==> src/dct_cfg.svh <==
`ifndef DCT_CFG_SVH
`define DCT_CFG_SVH

// ----------------------------------------------------------------
// Register offsets (byte addresses)
// ----------------------------------------------------------------
`define DCT_OFF_CNT1      8'h00
`define DCT_OFF_CAP_FIRST 8'h04
`define DCT_OFF_CAP_SEC   8'h08
`define DCT_OFF_CNT2      8'h0C
`define DCT_OFF_PRESC     8'h10
`define DCT_OFF_CKSEL     8'h14
`define DCT_OFF_MCTRL     8'h18
`define DCT_OFF_IRQ_EN    8'h1C
`define DCT_OFF_PEND      8'h20

// ----------------------------------------------------------------
// Field positions
// ----------------------------------------------------------------
`define DCT_MC_MODE_LO    0
`define DCT_MC_MODE_HI    1
`define DCT_MC_EDGE_A     2
`define DCT_MC_EDGE_B     3
`define DCT_MC_A_FN_EN    4
`define DCT_MC_B_PRESET   5
`define DCT_MC_LEVEL      6
`define DCT_CK1_LO        0
`define DCT_CK1_HI        2
`define DCT_CK2_LO        4
`define DCT_CK2_HI        6
`define DCT_PEND_A        0
`define DCT_PEND_B        1
`define DCT_PEND_C        2
`define DCT_PEND_D        3

// ----------------------------------------------------------------
// Reset and preset values
// ----------------------------------------------------------------
`define DCT_CNT_RST       16'h0000
`define DCT_PRESET        16'hFFFF
`define DCT_PRESC_RST     8'h00
`define DCT_FLAGS_RST     4'h0

`endif

==> src/dct_pkg.sv <==
package dct_pkg;

  // Operating mode of the timer
  typedef enum logic [1:0] {
    MODE_IDLE,
    MODE_DUAL_CAP,
    MODE_DUAL_IND,
    MODE_CAP_TMR
  } dct_mode_t;

  // Clock source of one counter
  typedef enum logic [2:0] {
    CKS_NONE,
    CKS_SYS,
    CKS_PRESC,
    CKS_EXT,
    CKS_ACC
  } dct_cks_t;

endpackage

==> src/dct_evt_if.sv <==
`timescale 1ns/1ps

interface dct_evt_if;
  logic line_a;
  logic line_b;
  logic edge_sel_a;
  logic edge_sel_b;
  logic cap_a;
  logic cap_b;

  modport det  (input line_a, input line_b, input edge_sel_a, input edge_sel_b, output cap_a, output cap_b);
  modport core (output line_a, output line_b, output edge_sel_a, output edge_sel_b, input cap_a, input cap_b);
endinterface

==> src/dct_edge_det.sv <==
`timescale 1ns/1ps

module dct_edge_det
  import dct_pkg::*;
(
  // Clock and reset
  input wire logic clk,
  input wire logic rst_n,
  // Event carrier
  dct_evt_if.det   evt
);

  // ----------------------------------------------------------------
  // Previous levels of both lines
  // ----------------------------------------------------------------
  logic line_a_q;
  logic line_b_q;

  // Sample each line once per clock; pulses must last a cycle
  always_ff @(posedge clk or negedge rst_n) begin
    if (!rst_n) begin
      line_a_q <= 1'b0;
      line_b_q <= 1'b0;
    end else begin
      line_a_q <= evt.line_a;
      line_b_q <= evt.line_b;
    end
  end

  // Selected edge: 0 rising, 1 falling
  assign evt.cap_a = evt.edge_sel_a ? (line_a_q & ~evt.line_a) : (~line_a_q & evt.line_a);
  assign evt.cap_b = evt.edge_sel_b ? (line_b_q & ~evt.line_b) : (~line_b_q & evt.line_b);

endmodule

==> src/dct_timer.sv <==
`timescale 1ns/1ps
`include "dct_cfg.svh"

// Function
// - Dual capture mode: selected edge on line A copies primary counter to first register.
// - Dual capture mode: selected edge on line B copies primary counter to second register.
// - Each capture line has its own rising/falling edge select bit.
// - With preset enabled, a dual capture stores the counter then loads 0xFFFF.
// - Captures A, B and primary underflow set own flags; interrupt only when enabled.
// - Dual capture mode: secondary counts down, underflow sets flag D, interrupt if enabled.
// - Dual capture mode: event or accumulate clock halts primary; secondary may use any.
// - Dual independent and capture-plus-timer: primary reloads from first register on underflow.
// - With output enabled, line A toggles each primary underflow, start level set by software.
// - Dual independent mode: primary underflow sets flag A, interrupt A when enabled.
// - Dual independent mode: secondary reloads from second register on underflow.
// - Dual independent mode: secondary underflow sets flag D, interrupt B when enabled.
// - Dual independent mode: line B may clock either counter; prescaled clock also usable.
// - Capture-plus-timer: line B edge copies secondary to second register, sets flag B.
// - Capture-plus-timer with preset: capture then load secondary with 0xFFFF.
// - Capture-plus-timer: secondary underflow sets flag D, interrupt B when enabled.
// - Capture-plus-timer: event or accumulate clock halts secondary; primary may use any.
// - Capture-plus-timer: each counter counts only once a clock source is enabled.
// - Level bit sets starting and present level of line A; set before clock.
// - Flags A, B, C drive interrupt A; flag D drives interrupt B, each enabled.
// - No-clock selection stops the corresponding counter.
module dct_timer
  import dct_pkg::*;
(
  // Clock and reset
  input  wire logic        clk,
  input  wire logic        rst_n,
  // Register port
  input  wire logic [7:0]  reg_addr,
  input  wire logic [31:0] reg_wdata,
  input  wire logic        reg_wr,
  input  wire logic        reg_rd,
  output logic      [31:0] reg_rdata,
  // Timer lines
  input  wire logic        line_a_i,
  output logic             line_a_o,
  output logic             line_a_oe,
  input  wire logic        line_b_i,
  // Interrupt lines
  output logic             irq_a,
  output logic             irq_b
);

  // ----------------------------------------------------------------
  // Reset release
  // ----------------------------------------------------------------
  logic rst_s1_q;
  logic rst_s2_q;
  logic rst_sn;

  // Two-stage release of the asynchronous reset
  always_ff @(posedge clk or negedge rst_n) begin
    if (!rst_n) begin
      rst_s1_q <= 1'b0;
      rst_s2_q <= 1'b0;
    end else begin
      rst_s1_q <= 1'b1;
      rst_s2_q <= rst_s1_q;
    end
  end
  assign rst_sn = rst_s2_q;

  // ----------------------------------------------------------------
  // Helpers
  // ----------------------------------------------------------------
  function automatic logic hit(input logic [7:0] a, input logic [7:0] off);
    hit = (a == off);
  endfunction

  // Tick of one counter from its clock selection
  function automatic logic clk_tick(input dct_cks_t s, input logic ps, input logic ev,
                                    input logic lvl, input logic ext_ok);
    case (s)
      CKS_SYS:   clk_tick = 1'b1;
      CKS_PRESC: clk_tick = ps;
      CKS_EXT:   clk_tick = ext_ok & ev;
      CKS_ACC:   clk_tick = ext_ok & lvl;
      default:   clk_tick = 1'b0;
    endcase
  endfunction

  // ----------------------------------------------------------------
  // State
  // ----------------------------------------------------------------
  logic [15:0] cnt1_q;
  logic [15:0] cnt2_q;
  logic [15:0] cap_first_q;
  logic [15:0] cap_second_q;
  logic [7:0]  presc_q;
  logic [7:0]  presc_cnt_q;
  dct_cks_t    cks1_q;
  dct_cks_t    cks2_q;
  dct_mode_t   mode_q;
  logic        edge_a_q;
  logic        edge_b_q;
  logic        a_fn_en_q;
  logic        b_preset_q;
  logic        level_q;
  logic [3:0]  irq_en_q;
  logic [3:0]  pend_q;
  logic [3:0]  pend_set;
  logic [31:0] rdata_q;
  logic [31:0] rdata_d;

  // Write decodes
  logic wr_cnt1;
  logic wr_cnt2;
  logic wr_mctrl;
  logic wr_pend;
  assign wr_cnt1  = reg_wr & hit(reg_addr, `DCT_OFF_CNT1);
  assign wr_cnt2  = reg_wr & hit(reg_addr, `DCT_OFF_CNT2);
  assign wr_mctrl = reg_wr & hit(reg_addr, `DCT_OFF_MCTRL);
  assign wr_pend  = reg_wr & hit(reg_addr, `DCT_OFF_PEND);

  // ----------------------------------------------------------------
  // Line edge detection
  // ----------------------------------------------------------------
  dct_evt_if evt ();

  assign evt.line_a     = line_a_i;
  assign evt.line_b     = line_b_i;
  assign evt.edge_sel_a = edge_a_q;
  assign evt.edge_sel_b = edge_b_q;

  dct_edge_det u_edge (
    .clk   (clk),
    .rst_n (rst_sn),
    .evt   (evt)
  );

  // ----------------------------------------------------------------
  // Event and tick decode
  // ----------------------------------------------------------------
  logic presc_tick;
  logic tick1;
  logic tick2;
  logic uf1;
  logic uf2;
  logic reload_mode;
  logic cap_a_ev;
  logic cap_b1_ev;
  logic cap_b2_ev;
  logic preset1;
  logic preset2;

  assign reload_mode = (mode_q == MODE_DUAL_IND) | (mode_q == MODE_CAP_TMR);
  assign presc_tick  = (presc_cnt_q == presc_q);

  // Line B may clock a counter unless it serves as capture input there
  assign tick1 = (mode_q != MODE_IDLE) &
                 clk_tick(cks1_q, presc_tick, evt.cap_b, line_b_i, mode_q != MODE_DUAL_CAP);
  assign tick2 = (mode_q != MODE_IDLE) &
                 clk_tick(cks2_q, presc_tick, evt.cap_b, line_b_i, mode_q != MODE_CAP_TMR);
  assign uf1   = tick1 & (cnt1_q == `DCT_CNT_RST);
  assign uf2   = tick2 & (cnt2_q == `DCT_CNT_RST);

  // Capture events per mode
  assign cap_a_ev  = (mode_q == MODE_DUAL_CAP) & evt.cap_a;
  assign cap_b1_ev = (mode_q == MODE_DUAL_CAP) & evt.cap_b;
  assign cap_b2_ev = (mode_q == MODE_CAP_TMR) & evt.cap_b;
  assign preset1   = (cap_a_ev & a_fn_en_q) | (cap_b1_ev & b_preset_q);
  assign preset2   = cap_b2_ev & b_preset_q;

  // ----------------------------------------------------------------
  // Prescaler
  // ----------------------------------------------------------------
  // Divides the system clock by presc_q + 1
  always_ff @(posedge clk or negedge rst_sn) begin
    if (!rst_sn) begin
      presc_cnt_q <= `DCT_PRESC_RST;
    end else if (presc_tick) begin
      presc_cnt_q <= `DCT_PRESC_RST;
    end else begin
      presc_cnt_q <= presc_cnt_q + 8'h01;
    end
  end

  // ----------------------------------------------------------------
  // Counters
  // ----------------------------------------------------------------
  // Primary counter: preset, write, reload, then count
  always_ff @(posedge clk or negedge rst_sn) begin
    if (!rst_sn) begin
      cnt1_q <= `DCT_CNT_RST;
    end else if (preset1) begin
      cnt1_q <= `DCT_PRESET;
    end else if (wr_cnt1) begin
      cnt1_q <= reg_wdata[15:0];
    end else if (uf1 & reload_mode) begin
      cnt1_q <= cap_first_q;
    end else if (tick1) begin
      cnt1_q <= cnt1_q - 16'h0001;
    end
  end

  // Secondary counter: preset, write, reload, then count
  always_ff @(posedge clk or negedge rst_sn) begin
    if (!rst_sn) begin
      cnt2_q <= `DCT_CNT_RST;
    end else if (preset2) begin
      cnt2_q <= `DCT_PRESET;
    end else if (wr_cnt2) begin
      cnt2_q <= reg_wdata[15:0];
    end else if (uf2 & (mode_q == MODE_DUAL_IND)) begin
      cnt2_q <= cap_second_q;
    end else if (tick2) begin
      cnt2_q <= cnt2_q - 16'h0001;
    end
  end

  // ----------------------------------------------------------------
  // Capture/reload registers
  // ----------------------------------------------------------------
  // First register: capture of primary on line A, else software
  always_ff @(posedge clk or negedge rst_sn) begin
    if (!rst_sn) begin
      cap_first_q <= `DCT_CNT_RST;
    end else if (cap_a_ev) begin
      cap_first_q <= cnt1_q;
    end else if (reg_wr & hit(reg_addr, `DCT_OFF_CAP_FIRST)) begin
      cap_first_q <= reg_wdata[15:0];
    end
  end

  // Second register: capture of primary or secondary on line B
  always_ff @(posedge clk or negedge rst_sn) begin
    if (!rst_sn) begin
      cap_second_q <= `DCT_CNT_RST;
    end else if (cap_b1_ev) begin
      cap_second_q <= cnt1_q;
    end else if (cap_b2_ev) begin
      cap_second_q <= cnt2_q;
    end else if (reg_wr & hit(reg_addr, `DCT_OFF_CAP_SEC)) begin
      cap_second_q <= reg_wdata[15:0];
    end
  end

  // ----------------------------------------------------------------
  // Configuration registers
  // ----------------------------------------------------------------
  // Prescaler, clock selection and interrupt enables
  always_ff @(posedge clk or negedge rst_sn) begin
    if (!rst_sn) begin
      presc_q  <= `DCT_PRESC_RST;
      cks1_q   <= CKS_NONE;
      cks2_q   <= CKS_NONE;
      irq_en_q <= `DCT_FLAGS_RST;
    end else if (reg_wr) begin
      if (hit(reg_addr, `DCT_OFF_PRESC)) begin
        presc_q <= reg_wdata[7:0];
      end
      if (hit(reg_addr, `DCT_OFF_CKSEL)) begin
        cks1_q <= dct_cks_t'(reg_wdata[`DCT_CK1_HI:`DCT_CK1_LO]);
        cks2_q <= dct_cks_t'(reg_wdata[`DCT_CK2_HI:`DCT_CK2_LO]);
      end
      if (hit(reg_addr, `DCT_OFF_IRQ_EN)) begin
        irq_en_q <= reg_wdata[3:0];
      end
    end
  end

  // Mode control fields
  always_ff @(posedge clk or negedge rst_sn) begin
    if (!rst_sn) begin
      mode_q     <= MODE_IDLE;
      edge_a_q   <= 1'b0;
      edge_b_q   <= 1'b0;
      a_fn_en_q  <= 1'b0;
      b_preset_q <= 1'b0;
    end else if (wr_mctrl) begin
      mode_q     <= dct_mode_t'(reg_wdata[`DCT_MC_MODE_HI:`DCT_MC_MODE_LO]);
      edge_a_q   <= reg_wdata[`DCT_MC_EDGE_A];
      edge_b_q   <= reg_wdata[`DCT_MC_EDGE_B];
      a_fn_en_q  <= reg_wdata[`DCT_MC_A_FN_EN];
      b_preset_q <= reg_wdata[`DCT_MC_B_PRESET];
    end
  end

  // ----------------------------------------------------------------
  // Line A output
  // ----------------------------------------------------------------
  // Level set by software, toggled on underflow; toggle beats write
  always_ff @(posedge clk or negedge rst_sn) begin
    if (!rst_sn) begin
      level_q <= 1'b0;
    end else if (uf1 & reload_mode & a_fn_en_q) begin
      level_q <= ~level_q;
    end else if (wr_mctrl) begin
      level_q <= reg_wdata[`DCT_MC_LEVEL];
    end
  end

  assign line_a_o  = level_q;
  assign line_a_oe = a_fn_en_q & reload_mode;

  // ----------------------------------------------------------------
  // Pending flags and interrupts
  // ----------------------------------------------------------------
  assign pend_set[`DCT_PEND_A] = cap_a_ev | (uf1 & reload_mode);
  assign pend_set[`DCT_PEND_B] = cap_b1_ev | cap_b2_ev;
  assign pend_set[`DCT_PEND_C] = uf1 & (mode_q == MODE_DUAL_CAP);
  assign pend_set[`DCT_PEND_D] = uf2;

  // Sticky flags, write one to clear, set wins over clear
  genvar gi;
  generate
    for (gi = 0; gi < 4; gi++) begin : g_pend
      always_ff @(posedge clk or negedge rst_sn) begin
        if (!rst_sn) begin
          pend_q[gi] <= 1'b0;
        end else begin
          pend_q[gi] <= pend_set[gi] | (pend_q[gi] & ~(wr_pend & reg_wdata[gi]));
        end
      end
    end
  endgenerate

  assign irq_a = |(pend_q[2:0] & irq_en_q[2:0]);
  assign irq_b = pend_q[`DCT_PEND_D] & irq_en_q[`DCT_PEND_D];

  // ----------------------------------------------------------------
  // Read port
  // ----------------------------------------------------------------
  // Read multiplexer; unmapped offsets read zero
  always_comb begin
    rdata_d = 32'h0000_0000;
    case (reg_addr)
      `DCT_OFF_CNT1:      rdata_d = {16'h0000, cnt1_q};
      `DCT_OFF_CAP_FIRST: rdata_d = {16'h0000, cap_first_q};
      `DCT_OFF_CAP_SEC:   rdata_d = {16'h0000, cap_second_q};
      `DCT_OFF_CNT2:      rdata_d = {16'h0000, cnt2_q};
      `DCT_OFF_PRESC:     rdata_d = {24'h00_0000, presc_q};
      `DCT_OFF_CKSEL:     rdata_d = {25'h000_0000, cks2_q, 1'b0, cks1_q};
      `DCT_OFF_MCTRL:     rdata_d = {25'h000_0000, level_q, b_preset_q, a_fn_en_q, edge_b_q, edge_a_q, mode_q};
      `DCT_OFF_IRQ_EN:    rdata_d = {28'h000_0000, irq_en_q};
      `DCT_OFF_PEND:      rdata_d = {28'h000_0000, pend_q};
      default:            rdata_d = 32'h0000_0000;
    endcase
  end

  // Data stand only in the cycle after the read strobe
  always_ff @(posedge clk or negedge rst_sn) begin
    if (!rst_sn) begin
      rdata_q <= 32'h0000_0000;
    end else begin
      rdata_q <= reg_rd ? rdata_d : 32'h0000_0000;
    end
  end
  assign reg_rdata = rdata_q;

  // ----------------------------------------------------------------
  // Checks
  // ----------------------------------------------------------------
  property p_cap_a;
    @(posedge clk) disable iff (!rst_sn)
    cap_a_ev |=> cap_first_q == $past(cnt1_q);
  endproperty
  a_cap_a: assert property (p_cap_a) else $error("line A capture lost");

  property p_cap_b;
    @(posedge clk) disable iff (!rst_sn)
    cap_b1_ev |=> cap_second_q == $past(cnt1_q);
  endproperty
  a_cap_b: assert property (p_cap_b) else $error("line B capture of primary lost");

  property p_edge_b;
    @(posedge clk) disable iff (!rst_sn)
    (mode_q == MODE_DUAL_CAP) && edge_b_q && !line_b_i && $past(line_b_i) && !$past(wr_mctrl) |-> cap_b1_ev;
  endproperty
  a_edge_b: assert property (p_edge_b) else $error("falling edge on line B missed");

  property p_preset1;
    @(posedge clk) disable iff (!rst_sn)
    cap_a_ev && a_fn_en_q |=> cnt1_q == 16'hFFFF && pend_q[0];
  endproperty
  a_preset1: assert property (p_preset1) else $error("primary preset missing");

  property p_irq;
    @(posedge clk) disable iff (!rst_sn)
    uf2 && irq_en_q[`DCT_PEND_D] && !reg_wr |=> irq_b;
  endproperty
  a_irq: assert property (p_irq) else $error("interrupt gating wrong");

  property p_halt1;
    @(posedge clk) disable iff (!rst_sn)
    (mode_q == MODE_DUAL_CAP) && ((cks1_q == CKS_EXT) || (cks1_q == CKS_ACC)) && !wr_cnt1 && !preset1
    |=> $stable(cnt1_q);
  endproperty
  a_halt1: assert property (p_halt1) else $error("primary ran on event clock");

  property p_reload1;
    @(posedge clk) disable iff (!rst_sn)
    uf1 && reload_mode && !wr_cnt1 |=> cnt1_q == $past(cap_first_q) && pend_q[0];
  endproperty
  a_reload1: assert property (p_reload1) else $error("primary reload wrong");

  property p_toggle;
    @(posedge clk) disable iff (!rst_sn)
    uf1 && reload_mode && a_fn_en_q |=> line_a_o != $past(line_a_o) && line_a_oe;
  endproperty
  a_toggle: assert property (p_toggle) else $error("line A did not toggle");

  property p_reload2;
    @(posedge clk) disable iff (!rst_sn)
    (mode_q == MODE_DUAL_IND) && uf2 && !wr_cnt2 |=> cnt2_q == $past(cap_second_q);
  endproperty
  a_reload2: assert property (p_reload2) else $error("secondary reload wrong");

  property p_pend_d;
    @(posedge clk) disable iff (!rst_sn)
    uf2 |=> pend_q[3];
  endproperty
  a_pend_d: assert property (p_pend_d) else $error("flag D not set");

  property p_cap2;
    @(posedge clk) disable iff (!rst_sn)
    cap_b2_ev |=> cap_second_q == $past(cnt2_q) && pend_q[1];
  endproperty
  a_cap2: assert property (p_cap2) else $error("secondary capture lost");

  property p_stop2;
    @(posedge clk) disable iff (!rst_sn)
    ((cks2_q == CKS_NONE) && !wr_cnt2 && !preset2) [*2] |-> $stable(cnt2_q);
  endproperty
  a_stop2: assert property (p_stop2) else $error("secondary ran without clock");

  property p_wrap1;
    @(posedge clk) disable iff (!rst_sn)
    (mode_q == MODE_DUAL_CAP) && uf1 && !wr_cnt1 && !preset1 |=> cnt1_q == 16'hFFFF && pend_q[2];
  endproperty
  a_wrap1: assert property (p_wrap1) else $error("primary did not wrap");

endmodule

==> config.mk <==
export PLATFORM = sky130hd
export DESIGN_NAME = dct_timer
export DESIGN_NICKNAME = d
export VERILOG_FILES = /design/src/dct_pkg.sv /design/src/dct_evt_if.sv /design/src/dct_edge_det.sv /design/src/dct_timer.sv
export VERILOG_INCLUDE_DIRS = /design/src
export SDC_FILE = /design/constraint.sdc
export NUM_CORES = 1
export LEC_CHECK = 0
export ABC_AREA = 1
export BUFFER_PORTS_ARGS = -buffer_cell sky130_fd_sc_hd__buf_2
export CORE_MARGIN = 10
export CORE_UTILIZATION = 50
export CTS_CLUSTER_DIAMETER = 50
export DETAILED_ROUTE_END_ITERATION = 12
export PLACE_DENSITY = 0.7
export SLEW_MARGIN = 15
export SYNTH_ARGS = -nofsm -noshare
export SYNTH_HDL_FRONTEND = slang
export SYNTH_SLANG_ARGS = --single-unit
==> constraint.sdc <==
create_clock -name clk -period 5.1 [get_ports clk]
set_clock_uncertainty 0.05 [all_clocks]
set_input_delay 0.255 -clock clk [delete_from_list [all_inputs] [get_ports clk]]
set_output_delay 0.255 -clock clk [all_outputs]
set_load 0.05 [all_outputs]
---- After elaboration in Yosys (flattened, before gate mapping) ----
Index checks and enable logic that the tools add are counted.
cells by class
  bitwise operators ....................... 56
  equal/unequal tests ..................... 22
  multiplexer cells ....................... 22
  divide/modulo/power cells ............... 0
  multiply operators ...................... 0
  add/sub/neg operators ................... 3
  reductions and logical operators ........ 13
  shift-type cells ........................ 0
  order comparisons ....................... 0
operators by type and width
  operator                                                               count
  16-bit 2-to-1 mux                                                      13
  16-bit one-hot mux with 9 select lines                                 1
  1-bit bitwise AND                                                      38
  8-bit by 5-bit == test with 1-bit output (second input constant)       4
  16-bit zero test                                                       2
  32-bit 2-to-1 mux                                                      1
  16-bit by 1-bit subtractor with 16-bit output (second input constant)  2
  8-bit by 4-bit == test with 1-bit output (second input constant)       2
  3-bit by 2-bit == test with 1-bit output (second input constant)       4
  1-bit NOT                                                              9
  8-bit by 1-bit adder with 8-bit output (second input constant)         1
  8-bit by 3-bit == test with 1-bit output (second input constant)       1
  8-bit by 6-bit == test with 1-bit output (second input constant)       1
  8-bit == test                                                          1
  8-bit zero test                                                        1
  8-bit 2-to-1 mux                                                       1
  1-bit OR                                                               8
  1-bit one-hot mux with 4 select lines                                  2
  4-bit nonzero test                                                     2
  3-bit by 1-bit == test with 1-bit output (second input constant)       2
  3-bit == test (second input constant)                                  2
  2-bit AND reduction                                                    3
  2-bit nonzero test                                                     3
  2-bit == test (second input constant)                                  2
  other kinds (7)                                                        10
word-level totals
  flip-flop bits (word level) ............. 137
  memories ................................ 0
  bits in latches ......................... 0
  input bits .............................. 46
  output and inout port bits .............. 36
  bits in writable memories ............... 0
  memory bits (read-only) ................. 0

---- Depth between registers and ports, before layout ----
Gate-level depths: netlist (run 1).
  word-level depth ........................ 11
  mapped depth ............................ 13

---- By module ----
A second synthesis (run 1) with hierarchy kept.
second synthesis, totals
  cells, all modules ...................... 1025
  area total of the unflattened synthesis .. 7696.1 um^2
by module, submodules not included
  module        cells an instance  area each (um^2)  times used
  dct_timer     1011               7596.0            1
  dct_edge_det  14                 100.1             1

---- Least setup slack after synthesis (run 1) ----
OpenSTA, ideal clock, no wires.
  path kind ............................... reg2reg
  from .................................... reg cnt2_q[0]
  to ...................................... reg cnt2_q[13]
  cell stages (with the launch flop) ...... 9
  required time ........................... 4929 ps
  period minus slack after synthesis ...... 1809 ps
  data arrival time ....................... 1638 ps
  slack ................................... 3291 ps
  library setup time ...................... 121 ps
  cell sequence ........................... dfrtp_1 -> inv_1 -> ha_1 -> nand3_1 -> nor3_4 -> clkbuf_1 -> nand4_1 -> nand3_1 -> a21oi_1
between the ends
  cells in the longest elaborated chain, start to end .. 6
  elaborated cells between the ends (all ways) .. 9
RTL lines
  element                                                                                line              text
  start: declaration                                                                     dct_timer.sv:90   logic [15:0] cnt2_q;
  start signal: assignment                                                               dct_timer.sv:203  cnt2_q <= `DCT_CNT_RST;
  start signal: assignment                                                               dct_timer.sv:205  cnt2_q <= `DCT_PRESET;
  start signal: assignment                                                               dct_timer.sv:207  cnt2_q <= reg_wdata[15:0];
  branches (longest 6 deep; another with 16-bit by 1-bit subtractor with 16-bit output)  -
Several ways; the timed one is not identified. The select of a mux whose other input is x is not followed.
A chain may end at the register's enable or synchronous reset.

---- Final worst setup path (run 1) ----
  from .................................... in line_b_i
  to ...................................... reg cnt1_q[12]
between the ends
  cells in the longest elaborated chain, start to end .. 11
  elaborated cells between the ends (all ways) .. 17
RTL lines
  element                                line                text
  start: declaration                     dct_timer.sv:42     input wire logic line_b_i,
  1-bit NOT                              dct_edge_det.sv:32  assign evt.cap_b = evt.edge_sel_b ? (line_b_q & ~evt.line_b) : (~line_b_q & evt.line_b);
  1-bit bitwise AND                      dct_edge_det.sv:32
  1-bit 2-to-1 mux                       dct_edge_det.sv:32
  1-bit bitwise AND                      dct_timer.sv:80     CKS_EXT: clk_tick = ext_ok & ev;
  1-bit one-hot mux with 4 select lines  dct_timer.sv:77     case (s)
  1-bit bitwise AND                      dct_timer.sv:154    assign tick1 = (mode_q != MODE_IDLE) &
  1-bit bitwise AND                      dct_timer.sv:158    assign uf1 = tick1 & (cnt1_q == `DCT_CNT_RST);
  1-bit bitwise AND                      dct_timer.sv:193    end else if (uf1 & reload_mode) begin
  16-bit 2-to-1 mux                      dct_timer.sv:193
  16-bit 2-to-1 mux                      dct_timer.sv:191    end else if (wr_cnt1) begin
  16-bit 2-to-1 mux                      dct_timer.sv:189    end else if (preset1) begin
  end signal: assignment                 dct_timer.sv:190    cnt1_q <= `DCT_PRESET;
  end signal: assignment                 dct_timer.sv:192    cnt1_q <= reg_wdata[15:0];
  end signal: assignment                 dct_timer.sv:194    cnt1_q <= cap_first_q;
  end: declaration                       dct_timer.sv:89     logic [15:0] cnt1_q;
Several ways; a longest one is shown, not always the timed one.

==> results of run 1 <==
[worst max path at each step]
stage | endpoint | slack [ps]
after floorplan | a_fn_en_q | 1430
after global placement | cnt1_q[13] | 2160
after detailed placement | cnt2_q[8] | 2170
after CTS | cnt1_q[13] | 2100
after global routing | cnt1_q[0] | 1780
final | cnt1_q[12] | 2070
[power breakdown]
group / internal [mW] / switching (mW) / leakage, nW
Combinational: 0.297 / 0.651 / 2.57
Sequential: 1.18 / 0.190 / 1.41
Clock: 0.805 / 0.467 / 0.291
Total: 2.28 / 1.31 / 4.27
[placed cells by master (no fill, tap or decap), types with 2 or more instances in the layout]
| master | n |
|---|---|
| buf_2 | 49 |
| inv_2 | 6 |
| nand3_1 | 54 |
| o221ai_1 | 2 |
| nand2_2 | 5 |
| nand4_1 | 23 |
| buf_4 | 3 |
| nor2_2 | 3 |
| ha_1 | 5 |
| clkinvlp_4 | 4 |
| conb_1 | 17 |
| a31oi_1 | 9 |
| nor4_1 | 4 |
| nand2_1 | 220 |
| o211ai_1 | 15 |
| a21oi_1 | 46 |
| o2111ai_1 | 16 |
| xnor2_1 | 8 |
| o21ai_0 | 78 |
| nand3_2 | 3 |
| clkbuf_16 | 17 |
| dfrtp_1 | 120 |
| clkbuf_8 | 3 |
| o22ai_1 | 23 |
| nor3_1 | 14 |
| clkinv_2 | 3 |
| nor2_1 | 142 |
| inv_1 | 142 |
| a221oi_1 | 8 |
| xor2_1 | 21 |
| dlygate4sd3_1 | 3 |
| bufinv_16 | 3 |
[layout make-up]
| cell class | count | area (sq um) | share of cell area (%) |
|---|---|---|---|
| Inverter | 149 | 559 | 6.68 |
| Multi-Input combinational cell | 730 | 3640 | 43.5 |
| Clock inverter | 11 | 144 | 1.72 |
| Timing Repair Buffer | 55 | 298 | 3.56 |
| Sequential cell | 121 | 3030 | 36.2 |
| Tap cell | 184 | 230 | 2.75 |
| Clock buffer | 21 | 470 | 5.62 |
[per-stage QoR]
stage	utilization, %	instance area [sq um]	hold WS [ps]	std cells	power (mW)
6_report	57.4	8370	90.6	1271	3.59
5_1_grt	57.4	8370	104	1271	3.80
4_1_cts	57.3	8370	76.9	1271	3.57
3_5_place_dp	52.9	7720	-7.74	1236	2.29
3_3_place_gp	52.9	7720	-9.29	1236	2.28
2_1_floorplan	-	7540	-90.6	1054	2.04
[registers in the layout, indices dropped and copies added (netlist names), 2 cells and up]
signal and flops:
cks1_q 3, pend_q 4, cap_second_q 16, mode_q 2, presc_cnt_q 8, presc_q 8, cap_first_q 16, cnt2_q 16
irq_en_q 4, cks2_q 3, cnt1_q 16, reg_rdata 16
[kinds of logic (layout without fill, tap and decap cells)]
group | count (synthesis) | count (layout) | synth area share [%]
simple gates | 474 | 474 | 27.1
compound gates | 204 | 204 | 16.2
buf+inv | 203 | 236 | 11.8
flops | 121 | 121 | 40.5
xor+xnor | 29 | 29 | 3.39
fa+ha+maj | 5 | 5 | 0.836
other cells | 2 | 17 | 0.100
mux | 1 | 1 | 0.134
[worst max-delay path, stage by stage]
cell	delay, ps
dlygate4sd3_1	530
buf_2	150
inv_1	70
nand2_1	50
nand2_1	80
nand2_1	130
nor2_2	560
nand2_1	100
o21ai_0	110
inv_1	210
nand3_2	360
nand2_1	400
nor2_1	200
a21oi_1	80
[metal layers]
metal / part of all wire, % / up-vias
met5: 0 / -
met4: 2.0 / 0
met3: 8.3 / 40
met2: 45 / 326
met1: 45 / 3441
li1: - / 3465
==> results_dict.tcl, run 1 <==
set metrics [dict create \
    core_area_sq_um 14600 \
    antenna_found_initial 0 \
    ant_nets 0 \
    synth_area_per_cell_sq_um 7.20 \
    initial_core_util_pct 51.3 \
    n_antenna_cell 0 \
    yosysUniqueCellTypes 42 \
    wl_per_cell_microns 18.3 \
    cts_buffers 17 \
    maxCapViolCount 0 \
    ys_async_sr_fraction_pct 100 \
    layout_min_cycle_time_ps 3030 \
    io_buffer_count 49 \
    synth.area.top_cells "dfrtp_1 40%, nand2_1 11%, inv_1 7.1%, nor2_1 7.1%, o21ai_0 5.2%" \
    fmax_ghz 0.330 \
    p_per_area_nw_per_um2 429 \
    postSynthCellCount 1039 \
    grt_overflow 0 \
    cts_root_buf "clkbuf_16" \
    clk_pin_slew_ps 60 \
    drt-total-wl_microns 23300 \
    synth_edf_count 0 \
    start_kind "input port" \
    drt-pass1-iter-count 6 \
    holdCritStartpoint "reg_wdata[13]" \
    clockBufferDepth 2 \
    grt_use_met2_pct 34.1 \
    worstPathArrival_ps 3290 \
    cts_num_sinks 121 \
    yosysMostFrequentCell "nand2_1" \
    rrSetupSlack_ps 2140 \
    gp_congestion 0.977 \
    clk_latency_ps 430 \
    met1_usage_pct 33.0 \
    worstPathRequired_ps 5360 \
    path_max_fanout 17 \
    timing_worst_slew_pin_value_ps 1180 \
    track_usage_pct 23.1 \
    area_growth_pct 11.9 \
    hold_buffers 3 \
    yosys.area.top_type "dfrtp_1" \
    htreeDepth 4 \
    r2r_start "mode_q[1]" \
    max-vdd-ir-drop_uv 261 \
    post_cts_buffers 0 \
    criticalPathCategory "input port to flop" \
    drcViolationCount 0 \
    post-route-period-util_pct 59.3 \
    ios 82 \
    grt.busiest_layer "met2" \
    post_cts_resized 0 \
    ys_ff_latch 121 \
    grt_pass1_wl_microns 37100 \
    first_global_vias 6823 \
    dpl.hpwl_microns 16800 \
    critPathLaunch "line_b_i" \
    dp_slack_ps 2170 \
    synth_ff_type "dfrtp_1" \
    vias 7272 \
    layout_setup_ws_ps 2070 \
    finalHoldViolations 0 \
    nNetsFinal 1125 \
    drive_above_1_share_pct 10.0 \
    die-area_sq_um 20300 \
    r2r_cells 10 \
    drtIter0Drc 920 \
    synth_commonest_cells "220 x nand2_1, 142 x inv_1, 142 x nor2_1, 121 x dfrtp_1, 78 x o21ai_0" \
    fill_cells 1390 \
    seq_area_frac_synth_pct 40.5 \
    hold_depth 3 \
    die_width_microns 142 \
    finalSetupTns_ps 0 \
    grt_setup_unrepaired "no" \
    slew_viol_final 0 \
    synth_area_sq_um 7480 \
    fp.dieH_microns 142 \
    grt.met3_usage_pct 5.27 \
    vias_per_cell 5.72 \
    grt_start_max_net_pins 75 \
    cellLeakagePower_nw 4.27 \
    cts_tree "done" \
    outcome "completed" \
    worstReg2RegEnd "cnt1_q[12]" \
    slew_headroom_pct 21.2 \
    worstHoldPathType "input port to flop" \
    ys_warn_count 0 \
    setup_viol 0 \
    endpoint_kind "flop" \
    rows 44 \
    whs_endpoint "cap_first_q[13]" \
    yosysTopAreaCellShare_pct 40.5 \
]
Power figures use the tool's default switching activity.
==> inputs of run 2 (changes only) <==
--- a/config.mk
+++ b/config.mk
@@ -6,13 +6,13 @@
 export SDC_FILE = /design/constraint.sdc
 export NUM_CORES = 1
 export LEC_CHECK = 0
-export ABC_AREA = 1
+export ABC_AREA = 0
 export BUFFER_PORTS_ARGS = -buffer_cell sky130_fd_sc_hd__buf_2
 export CORE_MARGIN = 10
 export CORE_UTILIZATION = 50
 export CTS_CLUSTER_DIAMETER = 50
 export DETAILED_ROUTE_END_ITERATION = 12
-export PLACE_DENSITY = 0.7
+export PLACE_DENSITY = 0.73
 export SLEW_MARGIN = 15
 export SYNTH_ARGS = -nofsm -noshare
 export SYNTH_HDL_FRONTEND = slang
==> constraint.sdc (replaced) <==
create_clock -name clk -period 2.5 [get_ports clk]
set_clock_uncertainty 0.05 [all_clocks]
set_input_delay 0.125 -clock clk [delete_from_list [all_inputs] [get_ports clk]]
set_output_delay 0.125 -clock clk [all_outputs]
set_load 0.05 [all_outputs]
==> results_dict.tcl, run 2 <==
set metrics [dict create \
    ys_ff_latch 121 \
    die_width_microns 141 \
    grt_pass1_wl_microns 35400 \
    dpl.hpwl_microns 16100 \
    yosysUniqueCellTypes 65 \
    vias_per_cell 6.15 \
    nNetsFinal 935 \
    io_buffer_count 49 \
    slew_headroom_pct 27.1 \
    fin_util_pct 61.0 \
    met1_length_microns 9360 \
    vias 6650 \
    placed_cell_area_sq_um 8100 \
    fp.dieH_microns 141 \
    ant_nets 0 \
    layout_common_cells "120 x dfrtp_1, 98 x nand2_1, 74 x buf_4" \
    post-route-period-util_pct 96.8 \
    dr.max_layer_used "met4" \
    fmax_ghz 0.413 \
    wl_per_cell_microns 20.5 \
    ys_warn_count 0 \
    rows 44 \
    synth-compound-area-share_pct 18.6 \
    instances_no_fill 1081 \
    cts_num_sinks 121 \
    synth_commonest_cells "121 x dfrtp_1, 98 x nand2_1, 57 x o21ai_0, 52 x mux2i_1, 43 x nor2_1" \
    layout_min_cycle_time_ps 2420 \
    ios 82 \
    met2_length_microns 10400 \
    antenna_found_initial 0 \
    drive_above_1_share_pct 23.0 \
    maxCapViolCount 0 \
    yosys.area.top_type "dfrtp_1" \
    core_area_sq_um 14400 \
    yosysMostFrequentCell "dfrtp_1" \
    dp.cells 1039 \
    setup_viol 0 \
    cts_tree "done" \
    synth-simple-area-share_pct 17.4 \
    grt_start_max_net_pins 76 \
    clockBufferDepth 2 \
    yosysTopAreaCellShare_pct 41.4 \
    synth.area.top_cells "dfrtp_1 41%, mux2i_1 7.1%, nand2_1 5.0%, mux2_2 4.5%, o21ai_0 3.9%" \
    final_common_cell "dfrtp_1" \
    clk_pin_slew_ps 50 \
    path_max_fanout 8 \
    slew_viol_final 0 \
    synth_ff_type "dfrtp_1" \
    worstPathArrival_ps 2710 \
    worstHoldPathType "input port to flop" \
    drtIter0Drc 797 \
    area_growth_pct 20.3 \
    endpoint_kind "flop" \
    wl_met3_microns 1960 \
    outcome "completed" \
    synth_top_family_by_area "compound AO/OA/AOI/OAI gates" \
    ys_async_sr_fraction_pct 100 \
    track_usage_pct 22.2 \
    p_per_area_nw_per_um2 773 \
    htreeDepth 4 \
    cts_root_buf "clkbuf_16" \
    clk_latency_ps 420 \
    cts_buffers 17 \
    synth_xor_area_share_pct 4.55 \
    drcViolationCount 0 \
    synthMuxAreaShare_pct 11.6 \
    gp_congestion 0.977 \
    seq_area_frac_synth_pct 41.4 \
    synth-adder-area-share_pct 0.856 \
    cellLeakagePower_nw 4.04 \
    first_global_vias 6470 \
    grt_overflow 0 \
    timing_worst_slew_pin_value_ps 1090 \
    criticalPathCategory "flop to flop" \
    start_kind "flop" \
    worstPathRequired_ps 2790 \
    synth_edf_count 0 \
    postSynthCellCount 786 \
    synth_area_per_cell_sq_um 9.30 \
    max-vdd-ir-drop_uv 515 \
    n_antenna_cell 0 \
    die-area_sq_um 19900 \
    design_area_sq_um 8790 \
    finalHoldViolations 0 \
    synth_area_sq_um 7310 \
    drt-pass1-iter-count 5 \
    drt-total-wl_microns 22200 \
    initial_core_util_pct 50.7 \
]
## run 2: final timing paths
check / endpoint / cells past startpoint / slack, ps / startpoint
worst max-delay path: cnt2_q[13] / 9 / 80 / u_edge.line_b_q
worst min-delay path: cnt2_q[12] / 3 / 20 / reg_wdata[12]
worst max register to register: cnt2_q[13] / 9 / 80 / u_edge.line_b_q
worst min register to register: u_edge.line_a_q / 1 / 290 / rst_s2_q
max in group asynchronous: cnt2_q[5] / 1 / 1600 / rst_s2_q
min in group asynchronous: u_edge.line_a_q / 1 / 290 / rst_s2_q
## run 2: timing repair
item	CTS	global route
hold endpoints to repair	8	0
setup buffers	0	2
endpoints found under the setup margin	1	15
hold buffers	8	0
resized for setup	1	5
## run 2: cells by family (layout without fill, tap and decap cells)
logic type / Yosys count / in the layout
AND/OR/NAND/NOR: 251 / 251
XOR/XNOR: 38 / 38
other: 2 / 17
AO/OA/AOI/OAI: 207 / 207
buffers and inverters: 81 / 177
flip-flops: 121 / 121
multiplexers: 81 / 81
adder cells (fa/ha/maj): 5 / 5
## run 2: through the flow
step	hold WS (ps)	setup WS, ps	TNS [ps]	power [mW]
CTS	1.67	68.5	0	6.77
floorplan	-221	105	0	3.68
detailed placement	-138	24.9	0	4.34
finish	15.1	81.1	0	6.80
global route	13.5	-117	-200	7.11
global placement	-139	111	0	4.29
## run 2: area by class of cell
class	count	area [sq um]
clock buffers	23	488
clock inverters	9	95.1
fillers	1250	5630
inverters	11	41.3
multi-input cells	599	3970
flip-flops and latches	121	3030
well taps	184	230
repair buffers	134	941
## run 2: routing by layer
layer	GRT usage [%]	vias up
met5	0	-
met4	8.70	0
met3	4.53	48
met2	34.6	352
met1	29.4	3194
li1	-	3056
## run 2: report_power, final
group,total (mW),internal (mW),switching [mW]
clock,2.42,1.56,0.862
sequential,2.59,2.27,0.327
combinational,1.79,0.779,1.01
total,6.80,4.60,2.20
## run 2: worst max-delay path: stages (launching register included)
cell	delay [ps]
dfrtp_1	400
or3b_4	430
buf_4	150
a221o_1	340
o311ai_1	150
buf_4	200
nand2_1	80
buf_4	170
a211o_1	220
a21oi_1	140
==> inputs of run 3 (changes only) <==
--- a/config.mk
+++ b/config.mk
@@ -12,7 +12,8 @@
 export CORE_UTILIZATION = 50
 export CTS_CLUSTER_DIAMETER = 50
 export DETAILED_ROUTE_END_ITERATION = 12
-export PLACE_DENSITY = 0.73
+export PLACE_DENSITY = 0.71
+export SETUP_SLACK_MARGIN = 0.05
 export SLEW_MARGIN = 15
 export SYNTH_ARGS = -nofsm -noshare
 export SYNTH_HDL_FRONTEND = slang
==> results_dict.tcl, run 3 (same netlist as run 2, synthesis figures left out) <==
set metrics [dict create \
    vias 6821 \
    htreeDepth 4 \
    fp.dieH_microns 141 \
    drt-pass1-iter-count 7 \
    die-area_sq_um 19900 \
    maxCapViolCount 0 \
    wl_per_cell_microns 21.3 \
    post_cts_buffers 0 \
    clk_latency_ps 420 \
    setup_viol 0 \
    worstPathArrival_ps 2570 \
    cts_tree "done" \
    fin_util_pct 61.1 \
    n_antenna_cell 0 \
    finalSetupTns_ps 0 \
    dpl.hpwl_microns 17300 \
    worstHoldPathType "input port to flop" \
    criticalPathCategory "flop to flop" \
    endpoint_kind "flop" \
    core_area_sq_um 14400 \
    cp_slowest_cell "or3b_1" \
    path_max_fanout 5 \
    dp.cells 1042 \
    grt_pass1_wl_microns 36900 \
    slew_headroom_pct 52.8 \
    rows 44 \
    ios 82 \
    rrSetupSlack_ps 150 \
    drcViolationCount 0 \
    drt-total-wl_microns 23100 \
    switching_power_mw 2.39 \
    antenna_found_initial 0 \
    fill_cells 1224 \
    nNetsFinal 936 \
    layout_min_cycle_time_ps 2350 \
    io_buffer_count 49 \
    critPathLaunch "u_edge.line_b_q" \
    clockBufferDepth 2 \
    drtIter0Drc 788 \
    layout_common_cells "120 x dfrtp_1, 96 x nand2_1, 75 x buf_4" \
    clk_pin_slew_ps 60 \
    r2r_start "u_edge.line_b_q" \
    grt_start_max_net_pins 74 \
    outcome "completed" \
    start_kind "flop" \
    cellLeakagePower_nw 4.03 \
    track_usage_pct 23.1 \
    worstPathRequired_ps 2720 \
    ant_nets 0 \
    path_cells "or3b_1 -> a221o_1 -> o311ai_2 -> and2_0 -> buf_4 -> mux2i_1 -> a21oi_1" \
    p_per_area_nw_per_um2 766 \
    drive_above_1_share_pct 23.6 \
    area_growth_pct 20.5 \
    r2r_cells 7 \
    slew_viol_final 0 \
    instances_no_fill 1082 \
    grt_overflow 0 \
    hold_depth 3 \
    seq_power_share_pct 38.6 \
    crit_path_max_incr_delay_ps 460 \
    cts_buffers 17 \
    max-vdd-ir-drop_uv 630 \
    swShare_pct 35.4 \
    gp_congestion 0.979 \
    final_common_cell "dfrtp_1" \
    grt_setup_unrepaired "yes" \
    clkPwrFrac_pct 34.6 \
    timing_worst_slew_pin_value_ps 706 \
    worstReg2RegEnd "cnt2_q[5]" \
    combPwrFrac_pct 26.8 \
    holdCritStartpoint "reg_wdata[13]" \
    first_global_vias 6822 \
    die_width_microns 141 \
    cts_root_buf "clkbuf_16" \
    finalHoldViolations 0 \
    post-route-period-util_pct 93.8 \
    whs_endpoint "cnt2_q[13]" \
    fmax_ghz 0.426 \
    finalPower_mw 6.75 \
    whs_ps 6.55 \
    intPower_mw 4.36 \
    vias_per_cell 6.30 \
    initial_core_util_pct 50.7 \
    cts_num_sinks 121 \
]
[run 3: area by class of cell]
type / count / area [sq um] / share of cell area, %
clock buffers: 17 / 425 / 4.83
repair buffers: 135 / 948 / 10.8
clock inverters: 15 / 133 / 1.51
well taps: 184 / 230 / 2.61
multi-input cells: 599 / 4000 / 45.4
flip-flops and latches: 121 / 3030 / 34.4
inverters: 11 / 41.3 / 0.469
[run 3: through the flow]
| stage | instance area (sq um) | setup WS [ps] |
|---|---|---|
| 6_report | 8810 | 154 |
| 5_1_grt | 8810 | 40.5 |
| 4_1_cts | 8770 | 103 |
| 3_5_place_dp | 8120 | 38.2 |
| 3_3_place_gp | 8120 | 93.6 |
| 2_1_floorplan | 7370 | 105 |
[run 3: worst max path at each step]
stage | end | slack, ps | cells after the start
finish | cnt2_q[5] | 150 | 7
detailed placement | cnt1_q[13] | 40 | 7
floorplan | cnt1_q[14] | 110 | 9
global route | cnt2_q[12] | 40 | 7
CTS | cnt1_q[12] | 100 | 7
global placement | cnt1_q[13] | 90 | 7
[run 3: worst max-delay path, delay by kind of cell, from the launching register on]
kind            cells  cell delay (ps)
simple gates        2              740
buf+inv             1              200
mux                 1              190
flops               1              380
compound gates      3              640
[run 3: repair_timing]
action / CTS / global route
hold buffers: 8 / 0
endpoints found under the setup margin: 4 / 23
hold endpoints to repair: 8 / 0
gates resized for setup: 2 / 7
pin swaps: 0 / 3
[run 3: routing by layer]
layer,vias up,share of wire (%),GRT usage [%]
met4,0,2.5,8.59
li1,3055,-,-
met1,3338,41,29.7
met3,63,9.3,6.15
met2,365,47,36.3
met5,-,0,0
[run 3: power groups by stage]
stage	sequential, mW	combinational (mW)	clock [mW]
6_report	2.61	1.81	2.34
5_1_grt	2.65	1.98	2.45
4_1_cts	2.59	1.77	2.35
3_3_place_gp	2.61	1.68	0
2_1_floorplan	2.56	1.12	0
3_5_place_dp	2.62	1.74	0
